### config.mk
export PLATFORM = sky130hd
export DESIGN_NAME = sct_tracker
export DESIGN_NICKNAME = d
export VERILOG_FILES = /design/src/rtl/sct_pkg.sv /design/src/rtl/sct_fifo.sv /design/src/rtl/sct_free_timer.sv /design/src/rtl/sct_tracker.sv
export SDC_FILE = /design/constraint.sdc
export NUM_CORES = 1
export LEC_CHECK = 0
export BUFFER_PORTS_ARGS = -buffer_cell sky130_fd_sc_hd__buf_2
export CAP_MARGIN = 5
export CORE_UTILIZATION = 58
export DETAILED_ROUTE_END_ITERATION = 8
export GPL_TIMING_DRIVEN = 0
export MAX_ROUTING_LAYER = met4
export PLACE_DENSITY = 0.76
export SLEW_MARGIN = 10
export SYNTH_ARGS = -nofsm -noshare
export SYNTH_HDL_FRONTEND = slang
export SYNTH_SLANG_ARGS = --single-unit
### constraint.sdc
create_clock -name CLK -period 4.2 [get_ports CLK]
set_input_delay 0.21 -clock CLK [delete_from_list [all_inputs] [get_ports CLK]]
set_output_delay 0.21 -clock CLK [all_outputs]
set_load 0.01 [all_outputs]
### src/rtl/sct_pkg.sv
// Constants and types for the bus state code tracker
package sct_pkg;
	// ==========================================
	// Register map and reset values
	localparam logic [7:0] ADR_CTRL = 8'hc0;
	localparam logic [7:0] ADR_SMBUS_STATE_CODE = 8'hc1;
	localparam logic [7:0] ADR_RATE = 8'hcf;
	localparam logic [7:0] RATE_RST = 8'h00;
	// ==========================================
	// Control register bit positions
	localparam int CTL_BUSY = 7;
	localparam int CTL_EN = 6;
	localparam int CTL_START = 5;
	localparam int CTL_STOP = 4;
	localparam int CTL_FLAG = 3;
	localparam int CTL_ACK = 2;
	localparam int CTL_FTE = 1;
	localparam int CTL_TOE = 0;
	// ==========================================
	// State codes
	localparam logic [7:0] C_START = 8'h08;
	localparam logic [7:0] C_RSTART = 8'h10;
	localparam logic [7:0] C_AW_ACK = 8'h18;
	localparam logic [7:0] C_AW_NAK = 8'h20;
	localparam logic [7:0] C_DT_ACK = 8'h28;
	localparam logic [7:0] C_DT_NAK = 8'h30;
	localparam logic [7:0] C_ARB = 8'h38;
	localparam logic [7:0] C_AR_ACK = 8'h40;
	localparam logic [7:0] C_AR_NAK = 8'h48;
	localparam logic [7:0] C_DR_ACK = 8'h50;
	localparam logic [7:0] C_DR_NAK = 8'h58;
	localparam logic [7:0] C_SW = 8'h60;
	localparam logic [7:0] C_SW_ARB = 8'h68;
	localparam logic [7:0] C_GC = 8'h70;
	localparam logic [7:0] C_GC_ARB = 8'h78;
	localparam logic [7:0] C_SD_ACK = 8'h80;
	localparam logic [7:0] C_SD_NAK = 8'h88;
	localparam logic [7:0] C_GD_ACK = 8'h90;
	localparam logic [7:0] C_GD_NAK = 8'h98;
	localparam logic [7:0] C_SSTOP = 8'ha0;
	localparam logic [7:0] C_SR = 8'ha8;
	localparam logic [7:0] C_SR_ARB = 8'hb0;
	localparam logic [7:0] C_ST_ACK = 8'hb8;
	localparam logic [7:0] C_ST_NAK = 8'hc0;
	localparam logic [7:0] C_ST_LAST = 8'hc8;
	localparam logic [7:0] C_TMO = 8'hd0;
	localparam logic [7:0] C_BERR = 8'h00;
	localparam logic [7:0] C_IDLE = 8'hf8;
	// ==========================================
	// Event word layout and sizes
	localparam int EW_KIND = 0;
	localparam int EW_ACK = 4;
	localparam int EW_RW = 5;
	localparam int EW_GC = 6;
	localparam int EW_ARB = 7;
	localparam int EV_WIDTH = 8;
	localparam int EV_DEPTH = 16;
	localparam logic [3:0] TMR_ROLLS = 4'ha;
	// ==========================================
	// Types
	typedef enum logic [3:0] {
		EV_START = 4'h0,
		EV_ADDR_TX = 4'h1,
		EV_DATA_TX = 4'h2,
		EV_DATA_RX = 4'h3,
		EV_ARB = 4'h4,
		EV_ADDR_RX = 4'h5,
		EV_STOP = 4'h6,
		EV_BUS_ERR = 4'h7
	} sct_event_type;
	typedef enum logic [6:0] {
		M_IDLE = 7'b0000001,
		M_MST = 7'b0000010,
		M_MT = 7'b0000100,
		M_MR = 7'b0001000,
		M_SRX = 7'b0010000,
		M_SGC = 7'b0100000,
		M_STX = 7'b1000000
	} sct_mode_type;
endpackage : sct_pkg

### src/rtl/sct_fifo.sv
// Event FIFO with valid and ready on both sides
`timescale 1ns/1ns
module sct_fifo #(
	parameter int WIDTH = 8,
	parameter int DEPTH = 16
) (
	input wire logic clk,
	input wire logic reset,
	input wire logic in_valid,
	output logic in_ready,
	input wire logic [WIDTH-1:0] in_data,
	output logic out_valid,
	input wire logic out_ready,
	output logic [WIDTH-1:0] out_data
);
	localparam int AW = $clog2(DEPTH);
	logic [WIDTH-1:0] mem_r [DEPTH];
	logic [WIDTH-1:0] mem_nxt [DEPTH];
	logic [AW-1:0] wp_r, wp_nxt, rp_r, rp_nxt;
	logic [AW:0] cnt_r, cnt_nxt;
	logic push, pull;

	assign in_ready = cnt_r != DEPTH[AW:0];
	assign out_valid = cnt_r != '0;
	assign out_data = mem_r[rp_r];
	assign push = in_valid && in_ready;
	assign pull = out_valid && out_ready;

	// ==========================================
	// Pointers and storage
	always_comb begin
		mem_nxt = mem_r;
		wp_nxt = wp_r;
		rp_nxt = rp_r;
		cnt_nxt = cnt_r;
		if (push) begin
			mem_nxt[wp_r] = in_data;
			wp_nxt = wp_r + 1'b1;
		end
		if (pull) begin
			rp_nxt = rp_r + 1'b1;
		end
		if (push && !pull) begin
			cnt_nxt = cnt_r + 1'b1;
		end else if (pull && !push) begin
			cnt_nxt = cnt_r - 1'b1;
		end
	end

	always_ff @(posedge clk) begin
		mem_r <= mem_nxt;
		if (reset) begin
			wp_r <= '0;
			rp_r <= '0;
			cnt_r <= '0;
		end else begin
			wp_r <= wp_nxt;
			rp_r <= rp_nxt;
			cnt_r <= cnt_nxt;
		end
	end
endmodule : sct_fifo

### src/rtl/sct_free_timer.sv
// Clock-high timer preloaded from the rate preset
`timescale 1ns/1ns
module sct_free_timer (
	input wire logic clk,
	input wire logic reset,
	input wire logic run,
	input wire logic [7:0] preset,
	output logic expire
);
	logic [7:0] cnt_r, cnt_nxt;
	logic [3:0] rolls_r, rolls_nxt;
	logic done_r, done_nxt;
	logic fire_r, fire_nxt;

	assign expire = fire_r;

	// ==========================================
	// Ten rollovers of the preset counter
	always_comb begin
		cnt_nxt = cnt_r;
		rolls_nxt = rolls_r;
		done_nxt = done_r;
		fire_nxt = 1'b0;
		if (!run) begin
			cnt_nxt = preset;
			rolls_nxt = '0;
			done_nxt = 1'b0;
		end else if (!done_r) begin
			cnt_nxt = cnt_r + 1'b1;
			if (cnt_r == 8'hff) begin
				cnt_nxt = preset;
				rolls_nxt = rolls_r + 1'b1;
				if (rolls_r == sct_pkg::TMR_ROLLS - 4'h1) begin
					done_nxt = 1'b1;
					fire_nxt = 1'b1;
				end
			end
		end
	end

	always_ff @(posedge clk) begin
		if (reset) begin
			cnt_r <= sct_pkg::RATE_RST;
			rolls_r <= '0;
			done_r <= 1'b0;
			fire_r <= 1'b0;
		end else begin
			cnt_r <= cnt_nxt;
			rolls_r <= rolls_nxt;
			done_r <= done_nxt;
			fire_r <= fire_nxt;
		end
	end
endmodule : sct_free_timer

### src/rtl/sct_tracker.sv
// Bus state code tracker with control and state code registers
// Summary of operation
// - Five-bit code in status bits 7..3, 28 codes, one per state.
// - Status code valid only while the event flag is set.
// - Low three status bits read zero; codes are multiples of eight.
// - Idle code 0xF8 never sets the flag; status resets to it.
// - Master reports 0x08 after START, 0x10 after repeated START.
// - Address plus write: 0x18 on ACK, 0x20 on NACK.
// - Master data sent: 0x28 on ACK, 0x30 on NACK.
// - Arbitration lost 0x38; lost then addressed gives 0x68, 0x78, 0xB0.
// - Address plus read: 0x40 on ACK, 0x48 on NACK.
// - Master receive 0x50 with ACK, 0x58 with NACK; software clears ack.
// - Own write address gives 0x60; general call gives 0x70.
// - Slave byte received: 0x80 with ACK, 0x88 with NACK.
// - General call byte: 0x90 with ACK, 0x98 with NACK.
// - Addressed slave seeing STOP reports 0xA0; a START there reports 0x08.
// - Slave transmit: 0xA8 own read, 0xB8 byte ACK, 0xC0 byte NACK.
// - Slave last byte with ack flag clear yet ACKed reports 0xC8.
// - Clock-high timer expiry from rate preset reports 0xD0.
// - Illegal START or STOP reports bus error 0x00.
// - Event flag set on every reporting state, cleared only by software.
// - Ack flag selects ACK or NACK in every owned acknowledge cycle.
// - Stop request in slave mode acts as received STOP, releasing bus.
`timescale 1ns/1ns
module sct_tracker (
	input wire logic CLK,
	input wire logic RESET,
	input wire logic [7:0] SFR_ADDR,
	input wire logic SFR_WR,
	input wire logic SFR_RD,
	input wire logic [7:0] SFR_WDATA,
	output logic [7:0] SFR_RDATA,
	input wire logic EV_VALID,
	output logic EV_READY,
	input wire logic [7:0] EV_WORD,
	input wire logic SCL_IN,
	output logic START_REQ,
	output logic STOP_REQ,
	output logic ACK_ASSERT,
	output logic SLAVE_RELEASE,
	output logic EVENT_FLAG
);
	sct_pkg::sct_mode_type mode_r, mode_nxt;
	logic [7:0] code_r, code_nxt;
	logic flag_r, flag_nxt;
	logic en_r, en_nxt;
	logic start_request_flag_r, start_nxt;
	logic stop_request_flag_r, stop_nxt;
	logic ack_assert_flag_r, ack_nxt;
	logic fte_r, fte_nxt;
	logic toe_r, toe_nxt;
	logic [7:0] rate_r, rate_nxt;
	logic tmo_r, tmo_nxt;
	logic rel_r, rel_nxt;
	logic [7:0] rdata_r, rdata_nxt;
	logic scl_s1_r, scl_s2_r;
	logic ev_valid, pop, tmo_fire, tmo_take, slv_stop, ctl_wr;
	logic [7:0] ev_word;
	logic [3:0] ev_kind;
	logic ev_ack, ev_rw, ev_gc, ev_arb;
	logic rep;
	logic [7:0] code;

	function automatic logic is_master(input sct_pkg::sct_mode_type m);
		return m == sct_pkg::M_MST || m == sct_pkg::M_MT || m == sct_pkg::M_MR;
	endfunction : is_master

	function automatic logic is_slave(input sct_pkg::sct_mode_type m);
		return m == sct_pkg::M_SRX || m == sct_pkg::M_SGC || m == sct_pkg::M_STX;
	endfunction : is_slave

	// ==========================================
	// Event queue and clock-high timer
	sct_fifo #(
		.WIDTH(sct_pkg::EV_WIDTH),
		.DEPTH(sct_pkg::EV_DEPTH)
	) u_fifo (
		.clk(CLK),
		.reset(RESET),
		.in_valid(EV_VALID),
		.in_ready(EV_READY),
		.in_data(EV_WORD),
		.out_valid(ev_valid),
		.out_ready(pop),
		.out_data(ev_word)
	);

	sct_free_timer u_timer (
		.clk(CLK),
		.reset(RESET),
		.run(scl_s2_r && fte_r && en_r && mode_r != sct_pkg::M_IDLE),
		.preset(rate_r),
		.expire(tmo_fire)
	);

	assign ev_kind = ev_word[sct_pkg::EW_KIND+:4];
	assign ev_ack = ev_word[sct_pkg::EW_ACK];
	assign ev_rw = ev_word[sct_pkg::EW_RW];
	assign ev_gc = ev_word[sct_pkg::EW_GC];
	assign ev_arb = ev_word[sct_pkg::EW_ARB];
	assign ctl_wr = SFR_WR && SFR_ADDR == sct_pkg::ADR_CTRL;
	assign slv_stop = stop_request_flag_r && is_slave(mode_r);
	assign tmo_take = tmo_r && !flag_r && en_r && !slv_stop;
	assign pop = ev_valid && (!en_r || (!flag_r && !slv_stop && !tmo_take));

	assign SFR_RDATA = rdata_r;
	assign START_REQ = start_request_flag_r;
	assign STOP_REQ = stop_request_flag_r;
	assign ACK_ASSERT = ack_assert_flag_r;
	assign SLAVE_RELEASE = rel_r;
	assign EVENT_FLAG = flag_r;

	// ==========================================
	// Control flags and state code
	always_comb begin
		rep = 1'b0;
		code = code_r;
		mode_nxt = mode_r;
		code_nxt = code_r;
		flag_nxt = flag_r;
		en_nxt = en_r;
		start_nxt = start_request_flag_r;
		stop_nxt = stop_request_flag_r;
		ack_nxt = ack_assert_flag_r;
		fte_nxt = fte_r;
		toe_nxt = toe_r;
		rate_nxt = rate_r;
		tmo_nxt = tmo_r || tmo_fire;
		rel_nxt = 1'b0;
		if (ctl_wr) begin
			en_nxt = SFR_WDATA[sct_pkg::CTL_EN];
			start_nxt = SFR_WDATA[sct_pkg::CTL_START];
			stop_nxt = SFR_WDATA[sct_pkg::CTL_STOP];
			flag_nxt = SFR_WDATA[sct_pkg::CTL_FLAG];
			ack_nxt = SFR_WDATA[sct_pkg::CTL_ACK];
			fte_nxt = SFR_WDATA[sct_pkg::CTL_FTE];
			toe_nxt = SFR_WDATA[sct_pkg::CTL_TOE];
		end
		if (SFR_WR && SFR_ADDR == sct_pkg::ADR_RATE) begin
			rate_nxt = SFR_WDATA;
		end
		if (slv_stop) begin
			mode_nxt = sct_pkg::M_IDLE;
			stop_nxt = 1'b0;
			rel_nxt = 1'b1;
		end else if (tmo_take) begin
			rep = 1'b1;
			code = sct_pkg::C_TMO;
			tmo_nxt = 1'b0;
		end else if (pop && en_r) begin
			case (ev_kind)
				sct_pkg::EV_START: begin
					rep = 1'b1;
					code = is_master(mode_r) ? sct_pkg::C_RSTART : sct_pkg::C_START;
					mode_nxt = sct_pkg::M_MST;
				end
				sct_pkg::EV_ADDR_TX: begin
					rep = 1'b1;
					if (ev_rw) begin
						code = ev_ack ? sct_pkg::C_AR_ACK : sct_pkg::C_AR_NAK;
						mode_nxt = sct_pkg::M_MR;
					end else begin
						code = ev_ack ? sct_pkg::C_AW_ACK : sct_pkg::C_AW_NAK;
						mode_nxt = sct_pkg::M_MT;
					end
				end
				sct_pkg::EV_DATA_TX: begin
					rep = 1'b1;
					if (mode_r == sct_pkg::M_STX) begin
						if (!ev_ack) begin
							code = sct_pkg::C_ST_NAK;
						end else begin
							code = ack_assert_flag_r ? sct_pkg::C_ST_ACK : sct_pkg::C_ST_LAST;
						end
					end else begin
						code = ev_ack ? sct_pkg::C_DT_ACK : sct_pkg::C_DT_NAK;
					end
				end
				sct_pkg::EV_DATA_RX: begin
					rep = 1'b1;
					case (mode_r)
						sct_pkg::M_SRX: code = ev_ack ? sct_pkg::C_SD_ACK : sct_pkg::C_SD_NAK;
						sct_pkg::M_SGC: code = ev_ack ? sct_pkg::C_GD_ACK : sct_pkg::C_GD_NAK;
						default: code = ev_ack ? sct_pkg::C_DR_ACK : sct_pkg::C_DR_NAK;
					endcase
				end
				sct_pkg::EV_ARB: begin
					rep = 1'b1;
					code = sct_pkg::C_ARB;
					mode_nxt = sct_pkg::M_IDLE;
				end
				sct_pkg::EV_ADDR_RX: begin
					rep = 1'b1;
					if (ev_gc) begin
						code = ev_arb ? sct_pkg::C_GC_ARB : sct_pkg::C_GC;
						mode_nxt = sct_pkg::M_SGC;
					end else if (ev_rw) begin
						code = ev_arb ? sct_pkg::C_SR_ARB : sct_pkg::C_SR;
						mode_nxt = sct_pkg::M_STX;
					end else begin
						code = ev_arb ? sct_pkg::C_SW_ARB : sct_pkg::C_SW;
						mode_nxt = sct_pkg::M_SRX;
					end
				end
				sct_pkg::EV_STOP: begin
					stop_nxt = ctl_wr && SFR_WDATA[sct_pkg::CTL_STOP]; // Software set wins
					mode_nxt = sct_pkg::M_IDLE;
					if (is_slave(mode_r)) begin
						rep = 1'b1;
						code = sct_pkg::C_SSTOP;
					end else begin
						code_nxt = sct_pkg::C_IDLE;
					end
				end
				sct_pkg::EV_BUS_ERR: begin
					rep = 1'b1;
					code = sct_pkg::C_BERR;
					mode_nxt = sct_pkg::M_IDLE;
				end
				default: begin
				end
			endcase
		end
		if (!en_r) begin
			mode_nxt = sct_pkg::M_IDLE;
		end
		if (rep) begin
			flag_nxt = 1'b1;
			code_nxt = code;
		end
	end

	always_ff @(posedge CLK) begin
		if (RESET) begin
			mode_r <= sct_pkg::M_IDLE;
			code_r <= sct_pkg::C_IDLE;
			flag_r <= 1'b0;
			en_r <= 1'b0;
			start_request_flag_r <= 1'b0;
			stop_request_flag_r <= 1'b0;
			ack_assert_flag_r <= 1'b0;
			fte_r <= 1'b0;
			toe_r <= 1'b0;
			rate_r <= sct_pkg::RATE_RST;
			tmo_r <= 1'b0;
			rel_r <= 1'b0;
		end else begin
			mode_r <= mode_nxt;
			code_r <= code_nxt;
			flag_r <= flag_nxt;
			en_r <= en_nxt;
			start_request_flag_r <= start_nxt;
			stop_request_flag_r <= stop_nxt;
			ack_assert_flag_r <= ack_nxt;
			fte_r <= fte_nxt;
			toe_r <= toe_nxt;
			rate_r <= rate_nxt;
			tmo_r <= tmo_nxt;
			rel_r <= rel_nxt;
		end
	end

	// ==========================================
	// Register reads and pin synchroniser
	always_comb begin
		rdata_nxt = rdata_r;
		if (SFR_RD) begin
			case (SFR_ADDR)
				sct_pkg::ADR_CTRL: rdata_nxt = {mode_r != sct_pkg::M_IDLE, en_r,
					start_request_flag_r, stop_request_flag_r, flag_r,
					ack_assert_flag_r, fte_r, toe_r};
				sct_pkg::ADR_SMBUS_STATE_CODE: rdata_nxt = {code_r[7:3], 3'h0};
				sct_pkg::ADR_RATE: rdata_nxt = rate_r;
				default: rdata_nxt = 8'h00;
			endcase
		end
	end

	always_ff @(posedge CLK) begin
		if (RESET) begin
			rdata_r <= 8'h00;
			scl_s1_r <= 1'b0;
			scl_s2_r <= 1'b0;
		end else begin
			rdata_r <= rdata_nxt;
			scl_s1_r <= SCL_IN;
			scl_s2_r <= scl_s1_r;
		end
	end
endmodule : sct_tracker
==> impl_results.md <==
- Status: complete, no violations
- Final setup viols: 0
- Asr flop ratio synth: 0%
- Power share of the combinational group: 27.2%
- Final Net Count: 782
- CP Capture Type: flip-flop
- Clock skew: 0.00684 ns
- Worst VDD drop: slightly below 400 uV
- Least-Margin Pin Slew: 0.975 ns
- Post-CTS Resized: 0
- Largest net degree at the start of global routing: 20
- H-tree Lvls: 4
- Total power: 0.00515 W
- Hold Buf Count CTS: 0
- Clock Power Share: 31.3%
- Final setup TNS: 0 ns
- Gate Count Post-Synth: 677
- Sequential area share after synthesis: 59.5%
- Hold_ws: between 0.02 and 0.025 ns
- Initial antenna violation count: 0
- RSZ-0062 raised after global routing: false
- Crit-path max cell delay: ~0.47 ns
- Avg Vias per Cell: 6.20
- Dpl hpwl: 13200 um
- Clock tree sinks: 194
- Worst R2R Setup Slack: roughly 0.48 ns
- Clock root cell: clkbuf_16
- Syn Area/Cell: 12.8 sq um
- Synth warn: 0
- Routed vias: 5787
- Die W: 124 um
- CP top delay family: compound AO/OA/AOI/OAI gates
- CP arrival: 4.09 ns
- Crit path max-delay cell type: a311o_1
- Diodes inserted: 0
- Static Leak: 3.38 nW
- Residual DRC: 0
- CTS tree: yes
- Vias in the first global route: approximately 5.6k
- Syn nets: 723
- Max_slew headroom: 34.8%
- Total wire length: 19000 um
- Share of the synthesized area in the top cell type: 44.3%
- Max-cap violations: 0
- Post-synthesis cell area: approximately 0.0087 sq mm
- Slew Limit Fails: 0
- Antenna Nets Post-Route: 0
- Yosys top cell by area: edfxtp_1
- Share of cells above drive strength 1: 16.8%
- Fin area: 0.00972 sq mm
- Port Buf Inserts: 40
- Seq pwr share: between 40% and 50%
- Crit-path cells: clkbuf_1 -> or3b_2 -> o21ai_0 -> a311o_1 -> a21boi_1 -> inv_1 -> ha_1 -> inv_1 -> ha_1 -> a21o_1 -> a21oi_1 -> xnor2_1 -> or3_1 -> a21oi_1
- Top-count cell post-synth: edfxtp_1
- Fmax achieved: 269 MHz
- Worst-path fanout max: 7
- Final hold viol count: 0
- Tcrit/Tclk final: 88.5%
- Synth top cells by count: edfxtp_1 (128), nor2_1 (73), dfxtp_1 (66), nand2_1 (44), a21oi_1 (33)
- First drt pass iteration count: 6
- Grt ovf: 0
- Synth area leaders: edfxtp_1 (44%), dfxtp_1 (15%), mux4_2 (4.2%)
- CP startpoint kind: flip-flop
- Placed Instance Area: between 0.009 and 0.01 sq mm
- Fin crit period: around 3.7 ns
- CTS Buffer Depth: 2
- Sw Share: between 30% and 40%
- Post-synth top flop: edfxtp_1
- First-pass GRT wire length: 29900 um
- Avg WL per Cell: 20.3 um
- Die Area: 0.0155 sq mm
- Fill count: 1034
- TritonCTS buffer count: 17
- Post-CTS Setup Repair Bufs: 0
- Io pins: 44
- Core area: 0.0146 sq mm
- Clock transition at path regs: 0.07 ns
- Synth cell types: 76
- Setup CP Type: reg2reg
- Die Y: 124 um
- GP Congestion: approximately 0.9
- Initial cell density of the core: 59.5%
- Rows: 44
- Worst skew pair latency: 0.44 ns
- Yosys reg bits: 194
- Sequential cell area: about 0.0052 sq mm
- Total global-route track usage: between 20% and 30%
- Multi-input logic area: 0.00326 sq mm
- Required time of the worst setup path: 4.57 ns
- HP Class: in2reg
- Int Power: 0.00355 W
- Final Util: between 60 and 70%
- WP buf/inv: 3
- PwrDens: 529 mW/mm^2
- P_sw: 0.00160 W
- Starting DRC count in detailed routing: about 630
- Layout Area Growth over Synthesis: 12.0%
- Post-synth EDFFs: 128
[worst min-delay path: cells and delay by family]
kind            cells  cell delay (ns)
compound gates      1             0.06
buf+inv             1             0.10
simple gates        1             0.05
[layout make-up]
cell class / count / share of cell area, %
Inverter: 12 / 0.463
Multi-Input combinational cell: 433 / 33.5
Buffer: 38 / 2.42
Clock inverter: 15 / 1.69
Timing Repair Buffer: 40 / 2.06
Sequential cell: 194 / 53.1
Tap cell: 184 / 2.37
Clock buffer: 17 / 4.38
[registers in the layout, summed over array words and instances, names as in the netlist, 5 cells and up]
signal	flops
mode_r	7
u_fifo.cnt_r	5
SFR_RDATA	8
u_timer.cnt_r	8
code_r	5
rate_r	8
u_fifo.mem_r	128
[cell families (layout without fill, tap and decap cells)]
group / after synthesis / after routing / synth area share (%)
and+or+nand+nor: 224 / 224 / 12.8
AOI/OAI and AO/OA: 113 / 113 / 8.85
adders and majority gates: 16 / 16 / 2.39
DFF: 194 / 194 / 59.5
muxes: 63 / 63 / 11.5
xor gates and xnor gates: 17 / 17 / 1.72
buffers and inverters: 50 / 122 / 3.23
[per-layer routing]
metal	vias up	part of all wire [%]	track usage, %
li1	2679	-	-
met1	2874	42	32.4
met2	199	51	42.6
met3	35	5.4	5.07
met4	0	2.2	11.1
met5	-	0	-
[stage by stage]
step / setup WS (ns) / cells
floorplan: 1.05 / 677
global route: 0.316 / 933
global placement: 0.657 / 901
CTS: 0.517 / 933
detailed placement: 0.549 / 901
finish: 0.485 / 933
[layout by cell type, fill, tap and decap left out, types with 8 or more instances in the layout]
cell,synthesis,layout
edfxtp_1,128,128
nor2_1,73,73
dfxtp_1,66,66
nand2_1,44,44
buf_2,4,44
a21oi_1,33,33
mux2i_1,31,31
nand3_1,30,30
clkbuf_1,20,20
o21ai_0,17,17
clkbuf_16,0,17
mux4_2,16,16
ha_1,15,15
nand2b_1,14,14
a211oi_1,13,13
a22oi_1,10,10
inv_1,9,9
xnor2_1,9,9
mux4_1,9,9
nor3_1,13,9
xor2_1,8,8
[final timing paths]
kind                endpoint         start  cells after the start
min reg2reg         scl_s2_r      scl_s1_r                      1
max          u_fifo.cnt_r[4]     mode_r[4]                     14
max reg2reg  u_fifo.cnt_r[4]     mode_r[4]                     14
min                rate_r[7]  SFR_WDATA[7]                      3
[power by group through the flow]
stage | clock, W | combinational (W) | sequential [W]
2_1_floorplan | 0 | 0.00105 | 0.00217
3_3_place_gp | 0 | 0.00133 | 0.00217
3_5_place_dp | 0 | 0.00137 | 0.00218
4_1_cts | 0.00163 | 0.00139 | 0.00214
5_1_grt | 0.00170 | 0.00151 | 0.00214
6_report | 0.00161 | 0.00140 | 0.00214
No activity file was read; power rests on OpenSTA's default activity.
